File: config.mk
export PLATFORM = sky130hd
export DESIGN_NAME = sctx_top
export DESIGN_NICKNAME = d
export VERILOG_FILES = /design/src/core/sctx_top.v
export VERILOG_INCLUDE_DIRS = /design/src /design/src/common
export SDC_FILE = /design/constraint.sdc
export NUM_CORES = 1
export LEC_CHECK = 0
export ABC_CLOCK_PERIOD_IN_PS = 6200
export BUFFER_PORTS_ARGS = -buffer_cell sky130_fd_sc_hd__buf_2
export CORE_UTILIZATION = 50
export DETAILED_ROUTE_END_ITERATION = 16
export GPL_ROUTABILITY_DRIVEN = 0
export PLACE_DENSITY = 0.71
export SYNTH_ARGS = -nofsm -noshare
export SYNTH_HDL_FRONTEND = slang
export SYNTH_SLANG_ARGS = --single-unit
File: constraint.sdc
create_clock -name pclk -period 6.2 [get_ports pclk]
set_input_delay 0.93 -clock pclk [delete_from_list [all_inputs] [get_ports pclk]]
set_output_delay 0.93 -clock pclk [all_outputs]
set_load 0.02 [all_outputs]
File: src/common/sctx_defines.vh
`ifndef SCTX_DEFINES_VH
`define SCTX_DEFINES_VH
// Register indexes; byte address is four times the index
`define SCTX_IDX_TX_CTRL 16'hFE06
`define SCTX_IDX_TX_DATA 16'hFE07
`define SCTX_IDX_RX_CTRL 16'hFE08
`define SCTX_IDX_CARD_CTRL 16'hFE0A
`define SCTX_IDX_IRQ_STAT 16'hFE40
`define SCTX_IDX_IRQ_MASK 16'hFE41
`define SCTX_IDX_CONFIG 16'hFE42
`define SCTX_ADDR_W 18
// Reset values
`define SCTX_RST_TX_CTRL 8'h00
`define SCTX_RST_TX_DATA 8'h00
`define SCTX_RST_CARD_CTRL 8'h21
`define SCTX_RST_CONFIG 8'h00
`define SCTX_RST_IRQ_MASK 8'h00
// Transmit control/status fields
`define SCTX_B_DIRECT 7
`define SCTX_B_FULL 5
`define SCTX_B_EMPTY 4
`define SCTX_B_UNDR 3
`define SCTX_B_FINAL 2
`define SCTX_B_DIR 1
`define SCTX_B_BREAK 0
// Card control IO bit
`define SCTX_B_CARD_IO 6
// Config fields
`define SCTX_B_T1 0
`define SCTX_B_CRC_EN 1
`define SCTX_B_CRC16 2
`define SCTX_B_SYNC 3
// Interrupt status / mask fields
`define SCTX_I_FULL 0
`define SCTX_I_EMPTY 1
`define SCTX_I_UNDR 2
`define SCTX_I_BREAK 3
// Timing and checksum
`define SCTX_ETU_CARD_CLKS 372
`define SCTX_CRC_INIT 16'hFFFF
`define SCTX_CRC_POLY 16'h1021
`endif

File: src/core/sctx_top.v
// The APB slave port was decided locally.
`timescale 1ns/1ps
`include "sctx_defines.vh"
module sctx_top #(
	parameter DEPTH = 2,
	parameter PTR_W = 1,
	parameter ETU_CLKS = `SCTX_ETU_CARD_CLKS
)(
	input wire pclk,
	input wire presetn,
	input wire psel,
	input wire penable,
	input wire pwrite,
	input wire [`SCTX_ADDR_W-1:0] paddr,
	input wire [31:0] pwdata,
	output reg [31:0] prdata,
	output reg pready,
	output reg pslverr,
	input wire card_clk,
	input wire io_in,
	output reg io_out,
	output reg io_oe_n,
	input wire rlen_at_limit,
	output reg irq
);
	localparam S_IDLE = 2'b00;
	localparam S_BITS = 2'b01;
	localparam S_GUARD = 2'b10;
	localparam [15:0] ETU_LAST = ETU_CLKS - 1;
	localparam [15:0] ETU_HALF = ETU_CLKS / 2;

	reg [7:0] fifo_mem [0:DEPTH-1];
	reg [PTR_W-1:0] wr_ptr_reg;
	reg [PTR_W-1:0] rd_ptr_reg;
	reg [PTR_W:0] count_reg;
	reg direct_reg, final_reg, dir_reg, tx_mode_reg;
	reg undr_reg, break_reg;
	reg [7:0] card_ctrl_reg, config_reg, mask_reg, stat_reg;
	reg [2:0] clk_sync_reg;
	reg [1:0] io_sync_reg;
	reg [15:0] etu_cnt_reg;
	reg [1:0] state_reg;
	reg [3:0] bit_cnt_reg;
	reg [9:0] shift_reg;
	reg [7:0] byte_reg;
	reg is_sum_reg;
	reg guard_err_reg;
	reg [15:0] crc_reg;
	reg [1:0] sum_idx_reg;
	reg full_d_reg, empty_d_reg;

	wire [15:0] idx = paddr[`SCTX_ADDR_W-1:2];
	wire setup = psel && !penable;
	wire access = psel && penable && pready;
	wire wr_acc = access && pwrite;
	wire rd_acc = access && !pwrite;
	wire hit_ctrl = idx == `SCTX_IDX_TX_CTRL;
	wire hit_data = idx == `SCTX_IDX_TX_DATA;
	wire mapped = hit_ctrl || hit_data || idx == `SCTX_IDX_RX_CTRL ||
		idx == `SCTX_IDX_CARD_CTRL || idx == `SCTX_IDX_IRQ_STAT ||
		idx == `SCTX_IDX_IRQ_MASK || idx == `SCTX_IDX_CONFIG;

	wire t1 = config_reg[`SCTX_B_T1];
	wire crc_en = config_reg[`SCTX_B_CRC_EN];
	wire crc16 = config_reg[`SCTX_B_CRC16];
	wire fifo_empty = count_reg == 0;
	wire fifo_full = count_reg == DEPTH;
	wire busy = state_reg != S_IDLE;
	wire [1:0] sum_len = crc16 ? 2'd2 : 2'd1;
	wire sum_pending = t1 && crc_en && final_reg && sum_idx_reg < sum_len;
	wire empty_flag = fifo_empty && !(final_reg && (busy || sum_pending));
	wire direct_on = config_reg[`SCTX_B_SYNC] && direct_reg &&
		rlen_at_limit;

	// Card clock sampled as data; only stages two and three feed the edge
	wire card_rise = clk_sync_reg[1] && !clk_sync_reg[2];
	wire etu_end = card_rise && etu_cnt_reg == ETU_LAST;
	wire etu_mid = card_rise && etu_cnt_reg == ETU_HALF;
	wire io_s = io_sync_reg[1];

	wire ctrl_wr = wr_acc && hit_ctrl;
	wire dir_wr = pwdata[`SCTX_B_DIR];
	wire push = wr_acc && hit_data;
	wire mpu_pop = rd_acc && hit_data && !fifo_empty;
	wire start = state_reg == S_IDLE && tx_mode_reg && !direct_on &&
		(!fifo_empty || sum_pending);
	wire hw_pop = start && !fifo_empty;
	wire pop = mpu_pop || hw_pop;
	wire done = state_reg == S_GUARD && etu_end && bit_cnt_reg == 4'd1 &&
		!guard_err_reg;
	wire brk_evt = state_reg == S_GUARD && etu_mid && bit_cnt_reg == 4'd0 &&
		!io_s && !t1;
	wire undr_evt = done && !is_sum_reg && fifo_empty && !final_reg &&
		!push;
	wire crc_clear = ctrl_wr && dir_wr != dir_reg;
	wire [7:0] sum_byte = (crc16 && sum_idx_reg == 0) ? crc_reg[15:8] :
		crc_reg[7:0];
	wire [7:0] next_byte = fifo_empty ? sum_byte : fifo_mem[rd_ptr_reg];

	function [15:0] crc_step;
		input [15:0] c;
		input [7:0] d;
		integer i;
		reg [15:0] r;
		begin
			r = c ^ {d, 8'h00};
			for (i = 0; i < 8; i = i + 1)
				r = r[15] ? ((r << 1) ^ `SCTX_CRC_POLY) : (r << 1);
			crc_step = r;
		end
	endfunction

	reg [7:0] rd_val;
	always @*
	begin
		rd_val = 8'h00;
		case (idx)
			`SCTX_IDX_TX_CTRL: rd_val = {direct_reg, 1'b0, fifo_full,
				empty_flag, undr_reg, final_reg, dir_reg, break_reg};
			`SCTX_IDX_TX_DATA: rd_val = fifo_mem[rd_ptr_reg];
			`SCTX_IDX_CARD_CTRL: rd_val = card_ctrl_reg;
			`SCTX_IDX_IRQ_STAT: rd_val = stat_reg;
			`SCTX_IDX_IRQ_MASK: rd_val = mask_reg;
			`SCTX_IDX_CONFIG: rd_val = config_reg;
			default: rd_val = 8'h00;
		endcase
	end

	// Events and sticky interrupt status; a set beats a same-cycle clear
	wire [7:0] evt = {4'h0, brk_evt, undr_evt, empty_flag && !empty_d_reg,
		fifo_full && !full_d_reg};
	wire stat_wr = wr_acc && idx == `SCTX_IDX_IRQ_STAT;
	reg [7:0] stat_next;
	always @*
	begin
		stat_next = stat_reg;
		if (stat_wr)
			stat_next = stat_reg & ~pwdata[7:0];
		stat_next = stat_next | evt;
	end

	// APB: no wait states, read data captured in setup
	always @(posedge pclk or negedge presetn)
	begin
		if (!presetn)
		begin
			prdata <= 32'h0000_0000;
			pready <= 1'b0;
			pslverr <= 1'b0;
			stat_reg <= 8'h00;
			irq <= 1'b0;
			mask_reg <= `SCTX_RST_IRQ_MASK;
			config_reg <= `SCTX_RST_CONFIG;
			card_ctrl_reg <= `SCTX_RST_CARD_CTRL;
		end
		else
		begin
			pready <= setup;
			pslverr <= setup && !mapped;
			if (setup)
				prdata <= {24'h000000, rd_val};
			stat_reg <= stat_next;
			irq <= |(stat_next & mask_reg);
			if (wr_acc && idx == `SCTX_IDX_IRQ_MASK)
				mask_reg <= pwdata[7:0];
			if (wr_acc && idx == `SCTX_IDX_CONFIG)
				config_reg <= pwdata[7:0];
			if (wr_acc && idx == `SCTX_IDX_CARD_CTRL)
				card_ctrl_reg <= pwdata[7:0];
		end
	end

	// Control bits, sticky flags, direction
	always @(posedge pclk or negedge presetn)
	begin
		if (!presetn)
		begin
			direct_reg <= 1'b0;
			final_reg <= 1'b0;
			dir_reg <= 1'b0;
			tx_mode_reg <= 1'b0;
			undr_reg <= 1'b0;
			break_reg <= 1'b0;
			full_d_reg <= 1'b0;
			empty_d_reg <= 1'b1;
		end
		else
		begin
			full_d_reg <= fifo_full;
			empty_d_reg <= empty_flag;
			if (ctrl_wr)
			begin
				direct_reg <= pwdata[`SCTX_B_DIRECT];
				final_reg <= pwdata[`SCTX_B_FINAL];
				dir_reg <= dir_wr;
			end
			// Receive asked early with a final byte: drain first
			if (ctrl_wr && dir_wr)
				tx_mode_reg <= 1'b1;
			else if (ctrl_wr && !(final_reg && !empty_flag))
				tx_mode_reg <= 1'b0;
			else if (!dir_reg && empty_flag)
				tx_mode_reg <= 1'b0;
			// Clear only what the read actually showed
			if (rd_acc && hit_ctrl && prdata[`SCTX_B_UNDR])
				undr_reg <= 1'b0;
			if (rd_acc && hit_ctrl && prdata[`SCTX_B_BREAK])
				break_reg <= 1'b0;
			if (undr_evt)
				undr_reg <= 1'b1;
			if (brk_evt)
				break_reg <= 1'b1;
		end
	end

	// FIFO; entries are never cleared, only overwritten
	always @(posedge pclk)
	begin
		if (push)
			fifo_mem[wr_ptr_reg] <= pwdata[7:0];
	end

	always @(posedge pclk or negedge presetn)
	begin
		if (!presetn)
		begin
			wr_ptr_reg <= {PTR_W{1'b0}};
			rd_ptr_reg <= {PTR_W{1'b0}};
			count_reg <= {(PTR_W+1){1'b0}};
		end
		else
		begin
			// A push while full overwrites the slot, as the card allows
			if (push && !fifo_full)
				wr_ptr_reg <= (wr_ptr_reg == DEPTH - 1) ? {PTR_W{1'b0}} :
					wr_ptr_reg + 1'b1;
			if (pop)
				rd_ptr_reg <= (rd_ptr_reg == DEPTH - 1) ? {PTR_W{1'b0}} :
					rd_ptr_reg + 1'b1;
			if ((push && !fifo_full) && !pop)
				count_reg <= count_reg + 1'b1;
			else if (pop && !(push && !fifo_full))
				count_reg <= count_reg - 1'b1;
		end
	end

	// Serial engine: start, 8 data LSB first, even parity, 2 guard ETUs
	always @(posedge pclk or negedge presetn)
	begin
		if (!presetn)
		begin
			clk_sync_reg <= 3'b000;
			io_sync_reg <= 2'b11;
			etu_cnt_reg <= 16'h0000;
			state_reg <= S_IDLE;
			bit_cnt_reg <= 4'h0;
			shift_reg <= 10'h3FF;
			byte_reg <= `SCTX_RST_TX_DATA;
			is_sum_reg <= 1'b0;
			guard_err_reg <= 1'b0;
			crc_reg <= `SCTX_CRC_INIT;
			sum_idx_reg <= 2'd0;
			io_out <= 1'b1;
			io_oe_n <= 1'b1;
		end
		else
		begin
			clk_sync_reg <= {clk_sync_reg[1:0], card_clk};
			io_sync_reg <= {io_sync_reg[0], io_in};
			if (start)
				etu_cnt_reg <= 16'h0000;
			else if (card_rise)
				etu_cnt_reg <= (etu_cnt_reg == ETU_LAST) ? 16'h0000 :
					etu_cnt_reg + 16'h0001;
			case (state_reg)
				S_IDLE:
				begin
					if (start)
					begin
						byte_reg <= next_byte;
						is_sum_reg <= fifo_empty;
						shift_reg <= {^next_byte, next_byte, 1'b0};
						bit_cnt_reg <= 4'd9;
						state_reg <= S_BITS;
					end
				end
				S_BITS:
				begin
					if (etu_end)
					begin
						shift_reg <= {1'b1, shift_reg[9:1]};
						if (bit_cnt_reg == 4'd0)
							state_reg <= S_GUARD;
						else
							bit_cnt_reg <= bit_cnt_reg - 4'd1;
					end
				end
				S_GUARD:
				begin
					if (brk_evt)
						guard_err_reg <= 1'b1;
					if (etu_end && bit_cnt_reg == 4'd0)
						bit_cnt_reg <= 4'd1;
					else if (etu_end)
					begin
						guard_err_reg <= 1'b0;
						bit_cnt_reg <= 4'd9;
						// Card flagged parity error: repeat the byte
						if (guard_err_reg)
						begin
							shift_reg <= {^byte_reg, byte_reg, 1'b0};
							state_reg <= S_BITS;
						end
						else
							state_reg <= S_IDLE;
					end
				end
				default: state_reg <= S_IDLE;
			endcase
			// Checksum covers message bytes only
			if (crc_clear || !final_reg)
				sum_idx_reg <= 2'd0;
			else if (done && is_sum_reg)
				sum_idx_reg <= sum_idx_reg + 2'd1;
			if (crc_clear)
				crc_reg <= crc16 ? `SCTX_CRC_INIT : 16'h0000;
			else if (done && !is_sum_reg)
				crc_reg <= crc16 ? crc_step(crc_reg, byte_reg) :
					{8'h00, crc_reg[7:0] ^ byte_reg};
			if (direct_on)
			begin
				io_out <= card_ctrl_reg[`SCTX_B_CARD_IO];
				io_oe_n <= card_ctrl_reg[`SCTX_B_CARD_IO];
			end
			else
			begin
				io_out <= state_reg == S_BITS ? shift_reg[0] : 1'b1;
				io_oe_n <= state_reg == S_BITS ? shift_reg[0] : 1'b1;
			end
		end
	end
endmodule

==> impl_metrics.env <==
export IMPL_synth_xor_area_share_pct=5.935
export IMPL_drtIter0Drc=460
export IMPL_drc=0
export IMPL_period_share_pct=60.54
export IMPL_synthMuxAreaShare_pct=9.683
export IMPL_hold_path_class="reg -> reg"
export IMPL_tns_ns=0
export IMPL_skew_ns=0.007853
export IMPL_ant_nets=0
export IMPL_min_delay_start="clk_sync_reg[0]"
export IMPL_critPathMaxFanout=28
export IMPL_synth_compound_area_share_pct=14.52
export IMPL_synthArstFlopShare_pct=88.32
export IMPL_cts_buffer_depth=2
export IMPL_top_layer_used="met4"
export IMPL_nets=818
export IMPL_r2r_start="config_reg[2]"
export IMPL_root_buffer="clkbuf_16"
export IMPL_cp_required_ns=6.56
export IMPL_maxCapViolations=0
export IMPL_die_width_um=123.5
export IMPL_drt_wl_total_mm=17.16
export IMPL_synth_area_um2=7378
export IMPL_via_per_inst=5.943
export IMPL_die_h_um=123.5
export IMPL_antenna_found_initial=0
export IMPL_irDropWorstVdd_v=0.0002070
export IMPL_dp_hpwl_mm=11.92
export IMPL_status="finished, final reports clean"
export IMPL_num_fill_cells=1224
export IMPL_coreArea_um2=14480
export IMPL_yosysWarnings=0
export IMPL_cts_max_level=4
export IMPL_synthCells=705
export IMPL_synth_edf_count=16
export IMPL_cts_sinks=137
export IMPL_fp_dieArea_um2=15250
export IMPL_whs_endpoint="clk_sync_reg[1]"
export IMPL_wl_met1_mm=7.421
export IMPL_synth_top_family_by_area="compound AO/OA/AOI/OAI gates"
export IMPL_p_leak_nw=3.692
export IMPL_diodes=0
export IMPL_grt_max_degree=84
export IMPL_crit_path_max_incr_delay_ns=0.95
export IMPL_synth_seq_cells=137
export IMPL_via_count=5616
export IMPL_hold_viol_final=0
export IMPL_cp_end_kind="flip-flop"
export IMPL_cts_resized_gates=0
export IMPL_cp_slowest_cell="dfrtp_1"
export IMPL_ioPinCount=95
export IMPL_port_buffers=44
export IMPL_dpl_worst_slack_ns=2.403
export IMPL_rows=44
export IMPL_max_slew_margin_pct=30.73
export IMPL_ys_flop_type="dfrtp_1"
export IMPL_worst_pin_slew_ns=1.039
export IMPL_post_drt_wl_per_cell_um=18.16
export IMPL_rsz0062_at_grt="false"
export IMPL_syn2layout_area_growth_pct=11.70
export IMPL_track_usage_pct=24.57
export IMPL_r2r_slack_ns=2.45
export IMPL_overflow=0
export IMPL_wl_met3_um=917
export IMPL_cts_setup_buffers=0
export IMPL_drt_pass1_iter_count=7
export IMPL_crit_type="reg -> reg"
export IMPL_critPathArrivalTime_ns=4.11
export IMPL_clock_latency_ns=0.43
export IMPL_slew_violations=0
export IMPL_r2r_cells=8
export IMPL_setup_slack_ns=2.447
export IMPL_yosys_area_share_simple_pct=14.04
export IMPL_ys_seq_area_share_pct=48.09
export IMPL_hold_depth=0
export IMPL_crit_chain="inv_1 -> ha_1 -> and4b_1 -> a21boi_0 -> or2_2 -> and2_1 -> a2111oi_4 -> mux2_2"
export IMPL_postSynthAreaPerCell_um2=10.47
export IMPL_synthAdderAreaFrac_pct=2.035
export IMPL_cts_hold_fix_buffers=0
export IMPL_start_util_pct=50.96
export IMPL_grt_pass1_wl_mm=28.10
export IMPL_grt_pass1_vias=5488
export IMPL_clk_pin_slew_worst_paths_ns=0.06
export IMPL_clock_fmax_mhz=266.4
export IMPL_regToRegEndpoint="shift_reg[3]"
export IMPL_p_per_area_nw_per_um2=255.8
export IMPL_finalSetupViolCount=0
export IMPL_critPathLaunchType="flip-flop"
export IMPL_synth_cell_types=67
export IMPL_period_minus_slack_ns=3.753
export IMPL_tritoncts="done"
export IMPL_drive_above_1_share_pct=21.55
export IMPL_route_met2_wl_mm=8.469
export IMPL_numCtsBuffers=17
-- stage by stage --
stage / power, mW / util [%] / cell area [um2] / hold WS, ns / cells
2_1_floorplan: 1.097 / - / 7465 / 0.3312 / 728
3_5_place_dp: 1.151 / 53.00 / 7674 / 0.3434 / 913
4_1_cts: 2.123 / 56.92 / 8242 / 0.3571 / 945
5_1_grt: 2.188 / 56.92 / 8242 / 0.3625 / 945
3_3_place_gp: 1.144 / 53.00 / 7674 / 0.3327 / 913
6_report: 2.108 / 56.92 / 8242 / 0.3550 / 945
-- where the power goes --
group	total, mW	switching, mW	internal [mW]
clock	0.973	0.412	0.560
sequential	0.998	0.0501	0.948
combinational	0.138	0.0921	0.0456
total	2.11	0.555	1.55
-- area by class of cell --
cell class | count | area [um2] | share of cell area [%]
flip-flops and latches | 137 | 3548 | 43.05
multi-input cells | 508 | 3500 | 42.46
clock buffers | 18 | 429.2 | 5.207
repair buffers | 50 | 267.8 | 3.249
well taps | 184 | 230.2 | 2.793
clock inverters | 14 | 138.9 | 1.685
inverters | 34 | 127.6 | 1.549
-- critical path, delay by kind of cell, from the launching register on --
kind	cells	cell delay [ns]
AOI/OAI and AO/OA	2	0.96
DFF	1	0.95
and+or+nand+nor	3	0.79
muxes	1	0.41
buffers and inverters	1	0.28
adders and majority gates	1	0.28
-- how the worst max path moves through the flow --
stage | startpoint | to | slack [ns] | cells after the start
after detailed placement | paddr[7] | crc_reg[2] | 2.40 | 9
after global placement | paddr[7] | crc_reg[5] | 2.39 | 9
after floorplan | paddr[7] | count_reg[1] | 3.10 | 8
after global routing | config_reg[2] | shift_reg[4] | 2.29 | 8
final | config_reg[2] | shift_reg[3] | 2.45 | 8
after CTS | config_reg[2] | shift_reg[3] | 2.55 | 8
-- synth_stat cells, types with 3 or more instances --
library cell / n / area (um2)
o21ai_0: 42 / 210.2
ha_1: 12 / 150.1
nor2_1: 56 / 210.2
xnor2_1: 33 / 289.0
a22o_1: 10 / 87.58
and2_1: 3 / 18.77
nand3_1: 19 / 95.09
a221oi_1: 14 / 122.6
a22oi_1: 4 / 30.03
a21o_1: 4 / 30.03
nand2_1: 52 / 195.2
and3_1: 6 / 37.54
a21oi_1: 36 / 180.2
nor4_1: 5 / 31.28
buf_4: 25 / 187.7
a31oi_1: 8 / 50.05
nand4_1: 11 / 68.82
edfxtp_1: 16 / 480.5
mux2_1: 9 / 101.4
dfrtp_1: 89 / 2227
dfstp_2: 32 / 840.8
a222oi_1: 7 / 70.07
a32oi_1: 3 / 26.28
nand2b_1: 5 / 31.28
xor2_1: 17 / 148.9
or4_1: 5 / 37.54
o22ai_1: 8 / 50.05
or3_1: 3 / 18.77
o31ai_1: 4 / 30.03
mux2i_1: 23 / 230.2
buf_2: 3 / 15.01
clkbuf_1: 20 / 75.07
nor3_1: 10 / 50.05
nor2b_1: 3 / 18.77
mux2_2: 34 / 382.9
inv_1: 33 / 123.9
-- cells in the final DEF, fill, tap and decap left out, drive strengths merged, types with 11 or more instances in the layout --
cell / count
mux2i: 23
inv: 40
xnor2: 33
nand3: 19
conb: 24
xor2: 17
buf: 50
a221oi: 14
o21ai: 42
edfxtp: 16
dfrtp: 89
nor3: 12
ha: 12
nand4: 11
a21oi: 36
nor2: 57
mux2: 43
dfstp: 32
nand2: 52
clkbuf: 18
-- per-layer routing --
layer,vias to the layer above,track usage (%)
li1,2595,-
met1,2805,31.54
met2,185,40.40
met3,31,5.489
met4,0,9.488
met5,-,0
-- kinds of logic (layout without fill, tap and decap cells) --
| logic type | count (synthesis) | after routing |
|---|---|---|
| AOI/OAI and AO/OA | 158 | 158 |
| adders and majority gates | 12 | 12 |
| xor gates and xnor gates | 50 | 50 |
| other | 1 | 24 |
| buffers and inverters | 83 | 116 |
| DFF | 137 | 137 |
| muxes | 66 | 66 |
| and+or+nand+nor | 198 | 198 |
No activity file was read; power rests on OpenSTA's default activity.
